### src/tsp_defs.vh
// Constants for the single-pulse and capture timer block
`ifndef TSP_DEFS_VH
`define TSP_DEFS_VH

// Register byte offsets on APB
`define TSP_OFF_CTRL0 12'h000
`define TSP_OFF_CTRL1 12'h004
`define TSP_OFF_CNT 12'h008
`define TSP_OFF_CMPA 12'h00c
`define TSP_OFF_CMPP 12'h010
`define TSP_OFF_STAT 12'h014

// Control 0 fields
`define TSP_C0_RUN 3
`define TSP_C0_TRIG_EDGE 4

// Control 1 fields
`define TSP_C1_MODE_HI 7
`define TSP_C1_MODE_LO 6
`define TSP_C1_PIN_HI 5
`define TSP_C1_PIN_LO 4
`define TSP_C1_INIT 3
`define TSP_C1_POL 2
`define TSP_C1_CCLR 0
`define TSP_C1_DPX 1

// Status fields, write one to clear
`define TSP_ST_AF 0
`define TSP_ST_PF 1
`define TSP_ST_CF 2

// Mode and pin-function codes
`define TSP_MODE_CAPT 2'h1
`define TSP_MODE_PULSE 2'h2
`define TSP_PIN_RISE 2'h0
`define TSP_PIN_FALL 2'h1
`define TSP_PIN_BOTH 2'h2
`define TSP_PIN_PULSE 2'h3

// Reset values
`define TSP_RST_BYTE 8'h00
`define TSP_RST_WORD 16'h0000
`define TSP_ONE16 16'h0001
`define TSP_ZERO8 8'h00

`endif

### src/tsp_timer.v
// Single-pulse and capture timer core with APB register access
// What this block does
// - Mode 10 with pin field 11 selects pulse
// - Software run rise starts the pulse
// - Trigger pin edge sets run bit automatically
// - Run rise starts counter, output goes active
// - Pulse ends on run clear or A match
// - A match clears run bit in pulse mode
// - A match raises interrupt in pulse mode
// - Counter zeroed only on run rise in pulse mode
// - Compare P, clear select, swap ignored here
// - Mode 01 selects capture input
// - Capture counter starts on run rise
// - Capture edge copies counter into compare A
// - Pin field picks rising, falling or both
// - Pin field 11 disables capture, counting continues
// - Capture counter free-runs until run falls
// - P match zeroes counter in capture mode
// - P match raises interrupt in capture mode
// - Compare P zero gives full count
// - Output controls unused in capture mode
// - Compare P against counter bits 15..8
//
// The APB register port and the address map were decided locally.
`timescale 1ns/100ps
`include "tsp_defs.vh"

module tsp_timer #(
    parameter CNT_W = 16,
    parameter CMPP_W = 8
)
(
    input wire clock,
    input wire reset,
    input wire psel,
    input wire penable,
    input wire pwrite,
    input wire [11:0] paddr,
    input wire [31:0] pwdata,
    output reg [31:0] prdata,
    output wire pready,
    output wire pslverr,
    input wire timer_tick,
    input wire ext_clock_trigger_pin,
    input wire capture_input_pin,
    output reg timer_out,
    output wire timer_irq
);

    // Registers
    reg [7:0] ctrl0_q;
    reg [7:0] ctrl1_q;
    reg [CNT_W-1:0] count_q;
    reg [CNT_W-1:0] compare_a_value_q;
    reg [CMPP_W-1:0] compare_p_value_q;
    reg run_q;
    reg run_prev_q;
    reg trig_prev_q;
    reg capt_prev_q;
    wire flag_a_q;
    wire flag_p_q;
    wire flag_c_q;

    wire wr_en;
    wire rd_en;
    wire mode_sel_hi;
    wire mode_sel_lo;
    wire pin_func_hi;
    wire pin_func_lo;
    wire [1:0] mode;
    wire [1:0] pin_func;
    wire pulse_mode;
    wire capt_mode;
    wire run_rise;
    wire trig_edge;
    wire capt_rise;
    wire capt_fall;
    wire capt_hit;
    wire match_a;
    wire match_p;
    wire sw_run_wr;
    wire sw_run_val;
    wire [CNT_W-1:0] count_inc;

    // Decoded strobes and event terms
    wire wr_ctrl0;
    wire wr_ctrl1;
    wire wr_cmpa;
    wire wr_cmpp;
    wire wr_stat;
    wire [CMPP_W-1:0] cmpp_last;
    wire pulse_stop;
    wire set_a;
    wire set_p;
    wire set_c;
    wire clr_a;
    wire clr_p;
    wire clr_c;

    // Access strobes; the slave never stalls
    assign wr_en = psel & penable & pwrite;
    assign rd_en = psel & ~pwrite;
    assign pready = 1'b1;
    assign pslverr = 1'b0;

    // Field decode
    assign mode_sel_hi = ctrl1_q[`TSP_C1_MODE_HI];
    assign mode_sel_lo = ctrl1_q[`TSP_C1_MODE_LO];
    assign pin_func_hi = ctrl1_q[`TSP_C1_PIN_HI];
    assign pin_func_lo = ctrl1_q[`TSP_C1_PIN_LO];
    assign mode = {mode_sel_hi, mode_sel_lo};
    assign pin_func = {pin_func_hi, pin_func_lo};
    assign pulse_mode = (mode == `TSP_MODE_PULSE) && (pin_func == `TSP_PIN_PULSE);
    assign capt_mode = (mode == `TSP_MODE_CAPT);

    // Edges seen against last cycle's sampled run and pin levels
    // Pins are taken as synchronous; a raw async source needs a synchroniser
    assign run_rise = run_q & ~run_prev_q;
    assign trig_edge = ctrl0_q[`TSP_C0_TRIG_EDGE] ? (trig_prev_q & ~ext_clock_trigger_pin)
                                                  : (~trig_prev_q & ext_clock_trigger_pin);
    assign capt_rise = capture_input_pin & ~capt_prev_q;
    assign capt_fall = ~capture_input_pin & capt_prev_q;

    // Edge select for capture; code 11 blocks it
    // Capture only while running; an idle counter has nothing to store
    assign capt_hit = capt_mode && run_q && (
        (pin_func == `TSP_PIN_RISE && capt_rise) ||
        (pin_func == `TSP_PIN_FALL && capt_fall) ||
        (pin_func == `TSP_PIN_BOTH && (capt_rise | capt_fall)));

    // Comparators only act on a tick of a running counter; the run-rise
    // cycle is skipped because the counter still holds its stale value then
    assign match_a = run_q && timer_tick && !run_rise && (count_q == compare_a_value_q);
    // P period is value*256 ticks, so the match sits on the last count of
    // that span; zero wraps to all ones and gives the full counter range
    assign cmpp_last = compare_p_value_q - {{(CMPP_W-1){1'b0}}, 1'b1};
    assign match_p = run_q && timer_tick && !run_rise &&
                     (count_q[CNT_W-1:CNT_W-CMPP_W] == cmpp_last) &&
                     (count_q[CNT_W-CMPP_W-1:0] == {(CNT_W-CMPP_W){1'b1}});

    // Per-register write strobes; unmapped offsets are dropped
    assign wr_ctrl0 = wr_en && (paddr == `TSP_OFF_CTRL0);
    assign wr_ctrl1 = wr_en && (paddr == `TSP_OFF_CTRL1);
    assign wr_cmpa = wr_en && (paddr == `TSP_OFF_CMPA);
    assign wr_cmpp = wr_en && (paddr == `TSP_OFF_CMPP);
    assign wr_stat = wr_en && (paddr == `TSP_OFF_STAT);

    // Event sources and write-one clears for the sticky flags
    assign pulse_stop = pulse_mode && match_a;
    assign set_a = pulse_stop;
    assign set_p = capt_mode && match_p;
    assign set_c = capt_hit;
    assign clr_a = wr_stat && pwdata[`TSP_ST_AF];
    assign clr_p = wr_stat && pwdata[`TSP_ST_PF];
    assign clr_c = wr_stat && pwdata[`TSP_ST_CF];

    assign sw_run_wr = wr_ctrl0;
    assign sw_run_val = pwdata[`TSP_C0_RUN];
    assign count_inc = count_q + `TSP_ONE16;

    // Run bit: pin trigger sets, A match clears in pulse mode
    // The A match wins so a trigger cannot stretch a finished pulse
    always @(posedge clock or posedge reset)
    begin
        if (reset)
        begin
            run_q <= 1'b0;
        end
        else if (pulse_mode && match_a)
        begin
            run_q <= 1'b0;
        end
        else if (pulse_mode && trig_edge && !run_q)
        begin
            run_q <= 1'b1;
        end
        else if (sw_run_wr)
        begin
            run_q <= sw_run_val;
        end
    end

    // Control and compare registers written by software
    // Bits that this block ignores are still stored; control 0 bits 2..0 read back as zero
    always @(posedge clock or posedge reset)
    begin
        if (reset)
        begin
            ctrl0_q <= `TSP_RST_BYTE;
            ctrl1_q <= `TSP_RST_BYTE;
            compare_p_value_q <= `TSP_ZERO8;
        end
        else
        begin
            if (wr_ctrl0)
            begin
                ctrl0_q <= pwdata[7:0];
            end
            if (wr_ctrl1)
            begin
                ctrl1_q <= pwdata[7:0];
            end
            if (wr_cmpp)
            begin
                compare_p_value_q <= pwdata[CMPP_W-1:0];
            end
        end
    end

    // Compare A: capture has priority over a software write
    // A capture and a write in one cycle keep the captured count
    always @(posedge clock or posedge reset)
    begin
        if (reset)
        begin
            compare_a_value_q <= `TSP_RST_WORD;
        end
        else if (capt_hit)
        begin
            compare_a_value_q <= count_q;
        end
        else if (wr_cmpa)
        begin
            compare_a_value_q <= pwdata[CNT_W-1:0];
        end
    end

    // Counter; zeroed only on run rise, P wrap in capture
    always @(posedge clock or posedge reset)
    begin
        if (reset)
        begin
            count_q <= `TSP_RST_WORD;
        end
        else if (run_rise)
        begin
            count_q <= `TSP_RST_WORD;
        end
        else if (capt_mode && match_p)
        begin
            count_q <= `TSP_RST_WORD;
        end
        else if (pulse_stop)
        begin
            // Counter stops on the A value that ended the pulse
            count_q <= count_q;
        end
        else if (run_q && timer_tick)
        begin
            count_q <= count_inc;
        end
    end

    // Sampled history for edge detection
    always @(posedge clock or posedge reset)
    begin
        if (reset)
        begin
            run_prev_q <= 1'b0;
            trig_prev_q <= 1'b0;
            capt_prev_q <= 1'b0;
        end
        else
        begin
            run_prev_q <= run_q;
            trig_prev_q <= ext_clock_trigger_pin;
            capt_prev_q <= capture_input_pin;
        end
    end

    // Pulse output: active while running in pulse mode
    always @(posedge clock or posedge reset)
    begin
        if (reset)
        begin
            timer_out <= 1'b0;
        end
        else if (pulse_mode)
        begin
            // Active level from initial-level bit, then polarity flip
            timer_out <= (run_q ~^ ctrl1_q[`TSP_C1_INIT]) ^ ~ctrl1_q[`TSP_C1_POL] ^ 1'b1;
        end
        else
        begin
            timer_out <= 1'b0;
        end
    end

    // Sticky event flags; a new event wins over a clear
    // A match in pulse mode
    tsp_sticky_flag u_flag_a (
        .clock(clock),
        .reset(reset),
        .set_evt(set_a),
        .clr_req(clr_a),
        .flag_q(flag_a_q)
    );

    // P match in capture mode
    tsp_sticky_flag u_flag_p (
        .clock(clock),
        .reset(reset),
        .set_evt(set_p),
        .clr_req(clr_p),
        .flag_q(flag_p_q)
    );

    // Capture edge seen
    tsp_sticky_flag u_flag_c (
        .clock(clock),
        .reset(reset),
        .set_evt(set_c),
        .clr_req(clr_c),
        .flag_q(flag_c_q)
    );

    // Timer request is the plain OR of pending events
    // Level request, stays up until every pending flag is cleared
    assign timer_irq = flag_a_q | flag_p_q | flag_c_q;

    // Read data registered for the access phase
    // Loaded at setup so reads never need a wait state
    always @(posedge clock or posedge reset)
    begin
        if (reset)
        begin
            prdata <= 32'h00000000;
        end
        else if (rd_en && !penable)
        begin
            case (paddr)
                `TSP_OFF_CTRL0: prdata <= {24'h000000, ctrl0_q[7:4], run_q, 3'h0};
                `TSP_OFF_CTRL1: prdata <= {24'h000000, ctrl1_q};
                `TSP_OFF_CNT: prdata <= {{(32-CNT_W){1'b0}}, count_q};
                `TSP_OFF_CMPA: prdata <= {{(32-CNT_W){1'b0}}, compare_a_value_q};
                `TSP_OFF_CMPP: prdata <= {{(32-CMPP_W){1'b0}}, compare_p_value_q};
                `TSP_OFF_STAT: prdata <= {29'h00000000, flag_c_q, flag_p_q, flag_a_q};
                default: prdata <= 32'h00000000;
            endcase
        end
    end

endmodule

// Sticky flag: an event sets it, a write-one clear drops it. Set is
// checked first so an event landing in the clear cycle is never lost.
module tsp_sticky_flag (
    input wire clock,
    input wire reset,
    input wire set_evt,
    input wire clr_req,
    output reg flag_q
);

    // Set priority over clear
    always @(posedge clock or posedge reset)
    begin
        if (reset)
        begin
            flag_q <= 1'b0;
        end
        else if (set_evt)
        begin
            flag_q <= 1'b1;
        end
        else if (clr_req)
        begin
            flag_q <= 1'b0;
        end
    end

endmodule

### config.mk
export PLATFORM = sky130hd
export DESIGN_NAME = tsp_timer
export DESIGN_NICKNAME = d
export VERILOG_FILES = /design/src/tsp_timer.v
export VERILOG_INCLUDE_DIRS = /design/src /design/src/src
export SDC_FILE = /design/constraint.sdc
export NUM_CORES = 1
export LEC_CHECK = 0
export BUFFER_PORTS_ARGS = -buffer_cell sky130_fd_sc_hd__buf_2
export CAP_MARGIN = 20
export CORE_MARGIN = 1
export CORE_UTILIZATION = 25
export CTS_CLUSTER_DIAMETER = 150
export CTS_CLUSTER_SIZE = 40
export DETAILED_ROUTE_END_ITERATION = 12
export PLACE_DENSITY = 0.53
export REMOVE_ABC_BUFFERS = 1
export SLEW_MARGIN = 20
export SYNTH_ARGS = -nofsm -noshare
export SYNTH_HDL_FRONTEND = slang
export SYNTH_SLANG_ARGS = --single-unit
### constraint.sdc
create_clock -name clock -period 7.2 [get_ports clock]
set_clock_uncertainty 0.2 [all_clocks]
set_input_delay 0 -clock clock [delete_from_list [all_inputs] [get_ports clock]]
set_output_delay 0 -clock clock [all_outputs]
set_load 0.01 [all_outputs]
**After elaboration in Yosys (flattened, before gate mapping)**

Cells that the tools add are included.

- $lt $le $gt $ge: 0
- Add/subtract/negate cells: 2
- Reduce and logical (&&, ||, !) cells: 38
- Shift operators: 0
- Divide/modulo/power cells: 0
- Multipliers: 0
- Bitwise gates (word level): 21
- Mux-type cells: 18
- Eq/ne operators: 14

Operator list:

| kind | number |
|---|---|
| $mux W16 | 6 |
| $pmux W16 S6 | 1 |
| $eq A12 B4 Y1 const B | 2 |
| $eq A12 B5 Y1 const B | 2 |
| $logic_and A1 B1 Y1 | 24 |
| $add A16 B1 Y16 const B | 1 |
| $eq A16 B16 Y1 | 1 |
| $eq A12 B3 Y1 const B | 1 |
| $logic_not A12 Y1 | 1 |
| $mux W1 | 11 |
| $and A1 B1 Y1 | 8 |
| $eq A8 B8 Y1 | 1 |
| $eq A8 B8 Y1 const B | 1 |
| $not A1 Y1 | 8 |
| $reduce_bool A2 Y1 | 4 |
| $sub A8 B1 Y8 const B | 1 |
| $eq A2 B2 Y1 const B | 3 |
| $reduce_bool A3 Y1 | 2 |
| $eq A2 B1 Y1 const B | 2 |
| $logic_not A1 Y1 | 3 |
| $ne A3 B2 Y1 const B | 1 |
| $or A1 B1 Y1 | 3 |
| $logic_not A2 Y1 | 1 |
| $logic_or A1 B1 Y1 | 2 |
| other kinds (3) | 3 |

- Memories kept: 0
- Bits of input ports: 52
- Output and inout bits: 36
- Bits in latches: 0
- ROM bits: 0
- Bits in registers: 96
- RAM bits: 0

**Longest topological paths before layout**

Gate-level depths: netlist of run 1.

- Depth after elaboration: 9
- Mapped depth: 9

**Modules after synthesis**

Synthesis of run 1 repeated with hierarchy kept, for this count alone.

- Cells, all modules: 470
- Area total of the unflattened synthesis: 4,521.8 µm²

By module, submodules not included:

| module | seq. area each (µm²) | instances | cells each | area an instance (µm²) |
|---|---|---|---|---|
| tsp_timer | 1,826.8 | 1 | 458 | 4,401.7 |
| tsp_sticky_flag | 25.0 | 3 | 4 | 40.0 |

**Worst setup path before layout of run 1**

No wires, ideal clock.

- Path kind: reg-to-reg
- Start: register compare_p_value_q[0]
- End: register count_q[6]
- Stages on the path, launching flop included: 9
- Library setup time: 0.126 ns
- Required time: 6.874 ns
- Path slack: 4.643 ns
- Arrival time: 2.231 ns
- Clock period less this slack: 2.557 ns
- Cells stage by stage: dfrtp_1 -> inv_1 -> ha_1 -> xnor2_1 -> or4_1 -> nor3_1 -> o2111a_1 -> nor3_2 -> a221o_1

- Cells in the longest elaborated chain, start to end: 7
- Elaborated cells on any way between the ends: 10
- Those cells by class: add/sub: 1; eq/ne: 2; mux: 2; reduce/logical: 5

RTL lines:

| what | line | source |
|---|---|---|
| start, declared | tsp_timer.v:55 | `reg [CMPP_W-1:0] compare_p_value_q;` |
| start signal, assigned | tsp_timer.v:191 | `` compare_p_value_q <= `TSP_ZERO8; `` |
| start signal, assigned | tsp_timer.v:205 | `compare_p_value_q <= pwdata[CMPP_W-1:0];` |
| $sub A8 B1 Y8 (*) | tsp_timer.v:136 | `assign cmpp_last = compare_p_value_q - {{(CMPP_W-1){1'b0}}, 1'b1};` |
| $eq A8 B8 Y1 (*) | tsp_timer.v:138 | `(count_q[CNT_W-1:CNT_W-CMPP_W] == cmpp_last) &&` |
| $logic_and A1 B1 Y1 (*) | tsp_timer.v:137 | `assign match_p = run_q && timer_tick && !run_rise &&` |
| $logic_and A1 B1 Y1 (*) | tsp_timer.v:138 |  |
| $logic_and A1 B1 Y1 (*) | tsp_timer.v:239 | `else if (capt_mode && match_p)` |
| $ne A3 B2 Y1 (no line), or another cell as far along | -- |  |
| $reduce_and A2 Y1 (no line) / $mux W16 (equally long branches) | -- |  |
| end signal, assigned | tsp_timer.v:237 | `` count_q <= `TSP_RST_WORD; `` |
| end signal, assigned | tsp_timer.v:241 | `` count_q <= `TSP_RST_WORD; `` |
| end signal, assigned | tsp_timer.v:246 | `count_q <= count_q;` |
| end, declared | tsp_timer.v:53 | `reg [CNT_W-1:0] count_q;` |

Every way passes the cells marked *; elsewhere a longest branch is shown, timed or not.
A chain may end at the register's enable or synchronous reset.

**Worst setup path after layout of run 1**

- Start: register ctrl1_q[6]
- End: register count_q[6]

- Cells in the longest elaborated chain, start to end: 5
- Elaborated cells on any way between the ends: 10
- Those cells by class: eq/ne: 3; mux: 2; reduce/logical: 5

RTL lines:

| what | line | source |
|---|---|---|
| start, declared | tsp_timer.v:52 | `reg [7:0] ctrl1_q;` |
| start signal, assigned | tsp_timer.v:190 | `` ctrl1_q <= `TSP_RST_BYTE; `` |
| start signal, assigned | tsp_timer.v:201 | `ctrl1_q <= pwdata[7:0];` |
| $eq A2 B2 Y1 (no line) | -- |  |
| $logic_and A1 B1 Y1 | tsp_timer.v:113 | `` assign pulse_mode = (mode == `TSP_MODE_PULSE) && (pin_func == `TSP_PIN_PULSE); `` |
| $logic_and A1 B1 Y1 | tsp_timer.v:149 | `assign pulse_stop = pulse_mode && match_a;` |
| $ne A3 B2 Y1 (no line) | -- |  |
| $reduce_and A2 Y1 (no line) | -- |  |
| end signal, assigned | tsp_timer.v:233 | `` count_q <= `TSP_RST_WORD; `` |
| end signal, assigned | tsp_timer.v:237 |  |
| end signal, assigned | tsp_timer.v:241 |  |

Parallel ways exist; a longest one is shown, timed or not.

==> flow_summary.json, run 1 <==
{
  "crit_family": "simple AND/OR/NAND/NOR gates",
  "period_needed_ps": 2940,
  "vias_per_cell": 4.75,
  "syn_to_final_growth_pct": 20.8,
  "slew_headroom_pct": 30.8,
  "grt_util_all_layers_pct": 13.5,
  "synthArstFlopShare_pct": 100,
  "dieHeight_um": 136,
  "rr_worst_depth": 6,
  "finalNetCount": 582,
  "p_sw_uw": 257,
  "rows": 48,
  "worst_r2r_startpoint": "ctrl1_q[6]",
  "status": "complete, but fails checks",
  "drv_slew": 0,
  "ys_types": 62,
  "clk_pin_slew_ps": 60,
  "drtPass1Iterations": 4,
  "hold-worst-slack_ps": -4.55,
  "endpoint": "count_q[6]",
  "clock_power_share_pct": 48.0,
  "insertion_delay_ps": 340,
  "post_cts_resized": 0,
  "start_util_pct": 25.7,
  "synth-seq-cells": 76,
  "antenna_found_initial": 0,
  "post-route-period-util_pct": 40.8,
  "max_freq_ghz": 0.340,
  "rsz0062_at_grt": "no",
  "ys.flop_type": "dfrtp_1",
  "die_area_mm2": 0.0184,
  "numPortBuffers": 53,
  "combPwrFrac_pct": 8.4,
  "antenna_left": 0,
  "core_mm2": 0.0174,
  "drive_above_1_share_pct": 19.0,
  "grt_max_degree": 77,
  "drt-initial-drc-count": 172,
  "gp_congestion": 0.860,
  "worstMarginPinSlew_ps": 1030,
  "pre_cts_slack_ps": 4250,
  "syn_inst": 469,
  "p_sw_share_pct": 24.2,
  "seqPwrFrac_pct": 43.6,
  "ys_seq_area_share_pct": 42.7,
  "critPathLaunchType": "flop",
  "diodes": 0,
  "routed-via-count": 3594,
  "cts_made_buffers": 9,
  "cp_max_fo": 15,
  "violations": "hold timing",
  "critical_path_arrival_ps": 2960,
  "synth_area_mm2": 0.00446,
  "max_stage_delay_ps": 630,
  "path_cells": "nand4b_1 > or4_1 > or3_4 > o21ai_4 > nor3_2 > a221o_1",
  "drcViolationCount": 0,
  "clkSinkCount": 76,
  "leakage_uw": 0.00254,
  "die_x_um": 136,
  "cts_tree": "yes",
  "cts_root_buf": "clkbuf_16",
  "p_per_area_mw_per_mm2": 198,
  "grt_pass1_vias": 3448,
  "setup-violations-final": 0,
  "grt_pass1_wl_um": 18900,
  "drt-wirelength-per-cell_um": 15.6,
  "htreeDepth": 3,
  "syn-mean-instance-area_um2": 9.50,
  "hold_path_class": "input pin to flop",
  "dp_hpwl_um": 8730,
  "setup_ws_ps": 4260,
  "ir_drop_uv": 93.2,
  "cap_viol_max_count": 0,
  "ff2ff_setup_slack_ps": 4260,
  "finalWirelength_um": 11800,
  "crit_buf_inv": 0,
  "hold_violations": 1,
  "clockBufferDepth": 2,
  "io_pins": 88,
  "cp_slowest_cell": "or4_1",
  "crit_type": "flop to flop",
  "tns_ps": 0,
  "timing.critical_path.from": "ctrl1_q[6]",
  "regToRegEndpoint": "count_q[6]",
  "end_kind": "flop",
  "yosys_warnings": 0,
  "p_int_uw": 808,
  "synth_edf_count": 0,
  "cp_num_cells": 6,
  "grt.overflow.total": 0,
  "worstPathRequired_ps": 7220
}
==> timing repair <==
item / CTS / global route
hold buffers: 20 / 0
endpoints found under the hold margin: 118 / 0
buffers inserted: 0 / 0
==> cell families after synthesis <==
kind of cell	after synthesis	synth area share, %
fa+ha+maj	4	1.12
compound gates	111	16.7
buf+inv	69	7.78
flops	76	42.7
mux	40	9.52
simple gates	138	16.3
xor+xnor	29	5.70
other cells	2	0.169
==> metrics by stage <==
stage / total power [µW] / instance area [µm²] / instances / hold WS (ps) / util (%)
floorplan: 511 / 4260 / 439 / -169 / -
global placement: 552 / 4810 / 718 / -60.1 / 27.7
finish: 1060 / 5380 / 756 / -4.55 / 31.0
CTS: 1080 / 5360 / 755 / 2.95 / 30.9
detailed placement: 553 / 4820 / 719 / -59.1 / 27.8
global route: 1100 / 5380 / 756 / 27.6 / 31.0
==> worst min-delay path: stages <==
cell and delay [ps]:
buf_2 120, nand3_1 100, nor3_1 70, nand2_1 150, nand2_1 60
==> routing by layer <==
metal	part of all wire [%]	global-route usage (%)	vias to the layer above	wire (µm)
met5	0	0	-	0
met4	2.0	5.37	0	235
met3	4.6	3.22	14	546
met2	49	22.0	80	5780
met1	44	17.2	1752	5250
li1	-	-	1748	-
==> worst min-delay path by stage <==
stage,startpoint,endpoint,slack (ps),cells past startpoint
detailed placement,ext_clock_trigger_pin,trig_prev_q,-60,1
floorplan,capture_input_pin,capt_prev_q,-170,0
global route,timer_tick,u_flag_a.flag_q,30,5
CTS,timer_tick,u_flag_a.flag_q,3,5
finish,timer_tick,u_flag_a.flag_q,-5,5
global placement,ext_clock_trigger_pin,trig_prev_q,-60,1
==> placed cells by master, fill, tap and decap left out, types with 8 or more instances in the layout <==
cell type and count:
a221oi_1 8, inv_1 22, nand2_1 55, xor2_1 19, buf_2 53, mux2i_1 21
o21ai_0 37, xnor2_1 10, o21ai_1 13, nor2_1 15, a22oi_1 8, dfrtp_1 76
nor3_1 11, dlygate4sd3_1 20, conb_1 18, mux2_2 15, clkbuf_16 9, nand3_1 12
==> registers in the layout, indices dropped and copies added, names as in the netlist <==
signal / cells
capt_prev_q: 1
compare_a_value_q: 16
compare_p_value_q: 8
count_q: 16
ctrl0_q: 4
ctrl1_q: 8
prdata: 16
run_prev_q: 1
run_q: 1
timer_out: 1
trig_prev_q: 1
u_flag_a.flag_q: 1
u_flag_c.flag_q: 1
u_flag_p.flag_q: 1
==> power by group through the flow <==
stage	Combinational, µW	Clock [µW]	Sequential (µW)
floorplan	50.3	0	461
global placement	80.1	0	472
detailed placement	81.1	0	472
CTS	89.8	522	464
global route	102	536	466
finish	89.5	511	464
==> cells in the mapped netlist, types with 4 or more instances <==
library cell	number	area, µm²
nor2_1	16	60.1
o2bb2ai_1	7	61.3
o21ai_1	13	65.1
buf_4	18	135
buf_2	10	50.1
mux2_2	15	169
nand3_1	12	60.1
mux2_1	4	45.0
a31oi_1	4	25.0
o21ai_0	37	185
xor2_1	19	166
and2_1	6	37.5
nor3_1	11	55.1
a221oi_1	8	70.1
mux2i_1	21	210
xnor2_1	10	87.6
a22o_1	5	43.8
inv_1	23	86.3
a22oi_1	8	60.1
nor4_1	7	43.8
a21oi_1	7	35.0
or3_1	5	31.3
clkbuf_1	17	63.8
dfrtp_1	76	1900
nand2_1	55	206
ha_1	4	50.1
==> area by class of cell <==
type / count / area (µm²)
repair buffers: 76 / 504
multi-input cells: 340 / 2270
clock buffers: 13 / 270
flip-flops and latches: 76 / 1900
well taps: 225 / 282
fillers: 1769 / 12000
clock inverters: 3 / 67.6
inverters: 23 / 86.3
Note: power is estimated with default switching activity, not from simulation.
==> run 2, diff against run 1 <==
==> constraint.sdc (replaced) <==
create_clock -name clock -period 2.9 [get_ports clock]
set_clock_uncertainty 0.2 [all_clocks]
set_input_delay 0 -clock clock [delete_from_list [all_inputs] [get_ports clock]]
set_output_delay 0 -clock clock [all_outputs]
set_load 0.01 [all_outputs]
==> run 2 against run 1 <==
Compared with the run above:
- the run now ends clean
- clock power increased by 120%
- non-clock buffer count increased by 19
- first-iteration DRC count increased by 35%
- via count increased by 3.7%
- highest routed layer unchanged
- sequential power increased by 140%
- worst setup slack got worse by 4200 ps
- core utilization increased by 0.53 points
- largest cell class unchanged
- fmax increased by 5.2%
- register-to-register slack got worse by 4200 ps
==> flow_summary.json, run 2 (synthesis results as in run 1) <==
{
  "routed-via-count": 3726,
  "ir_drop_uv": 270,
  "dp_hpwl_um": 9280,
  "critical_path_arrival_ps": 2820,
  "hold_path_class": "input pin to flop",
  "drcViolationCount": 0,
  "max_freq_ghz": 0.358,
  "cp_max_fo": 6,
  "io_pins": 88,
  "seqPwrFrac_pct": 44.6,
  "diodes": 0,
  "drt-initial-drc-count": 232,
  "worst_r2r_startpoint": "compare_p_value_q[1]",
  "reg_top3": "compare_a_value_q (16), count_q (16), prdata (16)",
  "grt_util_all_layers_pct": 13.9,
  "dieHeight_um": 136,
  "drtPass1Iterations": 5,
  "clock_power_share_pct": 44.2,
  "p_int_uw": 1870,
  "p_total_uw": 2510,
  "p_sw_share_pct": 25.7,
  "numPortBuffers": 53,
  "cap_viol_max_count": 0,
  "finalWirelength_um": 12200,
  "critPathLaunchType": "flop",
  "crit_type": "flop to flop",
  "p_sw_uw": 646,
  "status": "completed",
  "htreeDepth": 3,
  "cts_tree": "yes",
  "worstPathRequired_ps": 2920,
  "combPwrFrac_pct": 11.2,
  "drt-wirelength-per-cell_um": 15.8,
  "setup_ws_ps": 106,
  "die_x_um": 136,
  "antenna_found_initial": 0,
  "syn_to_final_growth_pct": 22.8,
  "clockBufferDepth": 2,
  "final_common_cell": "dfrtp_1",
  "insertion_delay_ps": 340,
  "cts_root_buf": "clkbuf_16",
  "hold_violations": 0,
  "final_cell_mix": "dfrtp_1, nand2_1, buf_2",
  "rows": 48,
  "slew_headroom_pct": 50.2,
  "setup-violations-final": 0,
  "min-delay-start": "penable",
  "die_area_mm2": 0.0184,
  "post-route-period-util_pct": 96.3,
  "clk_pin_slew_ps": 60,
  "leakage_uw": 0.00261,
  "gp_congestion": 0.834,
  "multi_input_area_mm2": 0.00228,
  "period_needed_ps": 2790,
  "timing.critical_path.from": "compare_p_value_q[1]",
  "core_mm2": 0.0174,
  "drive_above_1_share_pct": 22.0,
  "cts_setup_buffers": 0,
  "drv_slew": 0,
  "ff2ff_setup_slack_ps": 110,
  "worstMarginPinSlew_ps": 745,
  "finalNetCount": 601,
  "p_per_area_mw_per_mm2": 459,
  "cts_made_buffers": 9,
  "pre_cts_slack_ps": 117,
  "grt_max_degree": 46,
  "antenna_left": 0,
  "seq_area_mm2": 0.00190,
  "clkSinkCount": 76,
  "place_area_mm2": 0.00498,
  "grt_pass1_vias": 3611,
  "end_kind": "flop",
  "grt_pass1_wl_um": 19500,
  "fill_cells": 1826,
  "finalInstanceArea_mm2": 0.00547,
  "grt.overflow.total": 0,
  "utilization_pct": 31.5,
  "vias_per_cell": 4.81,
  "start_util_pct": 25.7
}
## run 2: layout make-up
type                    instances  share of cell area, %
clock buffers                  11                   4.25
clock inverters                 5                  0.960
inverters                      23                   1.58
multi-input cells             340                   41.6
flip-flops and latches         76                   34.7
well taps                     225                   5.14
repair buffers                 95                   11.7
## run 2: worst paths after layout
kind,endpoint,cells after the start
max,count_q[6],8
min,ctrl0_q[7],4
max reg2reg,count_q[6],8
min reg2reg,prdata[2],2
max in group asynchronous,u_flag_c.flag_q,4
min in group asynchronous,prdata[3],3
## run 2: worst max-delay path, cell delays in order, from the launching register on
cell,delay [ps]
dfrtp_1,420
inv_1,90
ha_1,270
o21bai_1,200
a2111oi_1,520
a311o_1,240
o2111a_2,330
nor3_2,110
a221o_1,310
## run 2: per-stage QoR
step	setup TNS (ps)	instances	hold WS (ps)
detailed placement	0	739	-55.3
floorplan	0	439	-169
CTS	0	775	47.4
global placement	0	739	-59.9
finish	0	775	38.5
global route	-110	775	77.0
## run 2: power groups by stage
stage | Clock (µW) | Combinational [µW] | Sequential [µW]
after floorplan | 0 | 125 | 1140
after global placement | 0 | 260 | 1140
after detailed placement | 0 | 262 | 1140
after CTS | 1130 | 284 | 1120
after global routing | 1180 | 314 | 1120
final | 1110 | 281 | 1120
## run 2: timing repair
action,in CTS,in global routing
endpoints found under the setup margin,0,12
endpoints found under the hold margin,73,0
hold buffers,20,0
resized for setup,0,3
## run 2: metal layers
layer  global-route usage [%]  routed length (µm)  share of wire [%]  up-vias
li1                         -                   -                  -     1788
met1                     18.4                5650                 46     1822
met2                     22.5                5880                 48       99
met3                     2.62                 478                3.9       17
met4                     5.12                 214                1.8        0
met5                        0                   0                  0        -
==> run 3, diff against run 2 <==
--- a/config.mk
+++ b/config.mk
@@ -8,6 +8,7 @@
 export LEC_CHECK = 0
 export BUFFER_PORTS_ARGS = -buffer_cell sky130_fd_sc_hd__buf_2
 export CAP_MARGIN = 20
+export CORE_ASPECT_RATIO = 1.4
 export CORE_MARGIN = 1
 export CORE_UTILIZATION = 25
 export CTS_CLUSTER_DIAMETER = 150
==> run 3 against run 2 <==
Compared with the run above:
- critical path depth unchanged
- routed wire length grew 2.0%
- die area is essentially flat
- first-iteration DRC count decreased by 7.3%
- worst hold slack got worse by 1.8 ps
- global-route usage is 0.38 points higher
- critical path type unchanged
- largest power group is now the clock network
==> flow_summary.json, run 3 (synthesis results as in run 1) <==
{
  "status": "completed",
  "fin_cells": 789,
  "place_area_mm2": 0.00501,
  "p_per_area_mw_per_mm2": 482,
  "grt_util_all_layers_pct": 14.3,
  "grtUsageMet2_pct": 25.8,
  "syn_to_final_growth_pct": 24.4,
  "die_x_um": 115,
  "finalInstanceArea_mm2": 0.00554,
  "tns_ps": 0,
  "grt_pass1_wl_um": 20000,
  "grtUsageMet3_pct": 2.31,
  "seqPwrFrac_pct": 41.8,
  "rsz0062_at_grt": "no",
  "dieHeight_um": 160,
  "pre_cts_slack_ps": 178,
  "htreeDepth": 3,
  "slew_headroom_pct": 53.9,
  "clkSinkCount": 76,
  "crit_family": "compound AO/OA/AOI/OAI gates",
  "p_int_uw": 2010,
  "finalNetCount": 604,
  "crit_type": "flop to flop",
  "post_cts_resized": 0,
  "drv_slew": 0,
  "hold_violations": 0,
  "antenna_found_initial": 0,
  "critical_path_arrival_ps": 2800,
  "path_cells": "inv_1 > ha_1 > o21bai_1 > a2111oi_0 > a311o_1 > o2111a_1 > nor3_2 > a221o_1",
  "grt.overflow.total": 0,
  "drt-wirelength-per-cell_um": 15.8,
  "post-route-period-util_pct": 95.9,
  "reg_top3": "compare_a_value_q (16), count_q (16), prdata (16)",
  "p_sw_uw": 662,
  "grt_max_degree": 33,
  "critPathLaunchType": "flop",
  "final_cell_mix": "dfrtp_1, nand2_1, buf_2",
  "cts_tree": "yes",
  "gp_congestion": 0.878,
  "leakage_uw": 0.00264,
  "antenna_left": 0,
  "final_common_cell": "dfrtp_1",
  "rows": 57,
  "insertion_delay_ps": 340,
  "grtUsageMet1_pct": 16.3,
  "die_area_mm2": 0.0184,
  "crit_buf_inv": 1,
  "worstPathRequired_ps": 2920,
  "cp_slowest_cell": "a2111oi_0",
  "clock_power_share_pct": 47.2,
  "p_total_uw": 2670,
  "drive_above_1_share_pct": 22.4,
  "cap_viol_max_count": 0,
  "diodes": 0,
  "io_pins": 88,
  "ff2ff_setup_slack_ps": 120,
  "hold_path_class": "input pin to flop",
  "p_sw_share_pct": 24.8,
  "clk_pin_slew_ps": 60,
  "dp.cells": 753,
  "finalWirelength_um": 12500,
  "drcViolationCount": 0,
  "hold_buffers": 20,
  "grt_pass1_vias": 3731,
  "max_stage_delay_ps": 500,
  "drtPass1Iterations": 4,
  "period_needed_ps": 2780,
  "combPwrFrac_pct": 11.0,
  "cp_max_fo": 6,
  "ir_drop_uv": 256,
  "end_kind": "flop",
  "routed-via-count": 3704,
  "numPortBuffers": 53,
  "clockBufferDepth": 2,
  "cts_setup_buffers": 0,
  "cts_root_buf": "clkbuf_16",
  "dp_hpwl_um": 9660,
  "core_mm2": 0.0174,
  "setup_ws_ps": 118,
  "worstMarginPinSlew_ps": 691,
  "start_util_pct": 25.6,
  "drt-initial-drc-count": 215,
  "max_freq_ghz": 0.359,
  "cts_made_buffers": 9,
  "busiest_layer": "met2",
  "vias_per_cell": 4.69,
  "setup-violations-final": 0
}
-- run 3: power by group through the flow --
stage | sequential [µW] | clock, µW | combinational, µW
after floorplan | 1140 | 0 | 125
after global placement | 1130 | 0 | 269
after detailed placement | 1140 | 0 | 273
after CTS | 1120 | 1280 | 295
after global routing | 1120 | 1320 | 323
final | 1120 | 1260 | 293
-- run 3: layout make-up --
| class | instances | area (µm²) |
|---|---|---|
| clock buffer | 11 | 253 |
| clock inverter | 5 | 82.6 |
| fill | 1848 | 11900 |
| inverter | 23 | 86.3 |
| multi-input combinational | 340 | 2270 |
| sequential | 76 | 1900 |
| tap | 236 | 295 |
| timing repair buffer | 98 | 653 |
-- run 3: final timing paths --
check / end / from / cells past startpoint
worst max-delay path: count_q[6] / compare_p_value_q[1] / 8
worst min-delay path: ctrl0_q[7] / penable / 4
worst max register to register: count_q[6] / compare_p_value_q[1] / 8
worst min register to register: prdata[15] / prdata[15] / 2
max in group asynchronous: count_q[3] / reset / 4
min in group asynchronous: prdata[12] / reset / 3
-- run 3: layer usage --
layer | share of wire (%) | wire length (µm) | up-vias
met2 | 54 | 6710 | 97
met1 | 40 | 4960 | 1796
met3 | 3.4 | 425 | 23
met4 | 3.0 | 372 | 0
met5 | 0 | 0 | -
li1 | - | - | 1788
-- run 3: worst register-to-register path, stage by stage (launching register included) --
cell and delay (ps):
dfrtp_1 400, inv_1 90, ha_1 270, o21bai_1 190, a2111oi_0 500, a311o_1 230, o2111a_1 360, nor3_2 130
a221o_1 300
-- run 3: through the flow --
step,hold WS [ps],utilization (%)
floorplan,-169,-
global placement,-58.1,28.8
detailed placement,-57.1,28.8
CTS,38.0,31.9
global route,64.8,31.9
finish,36.7,31.9
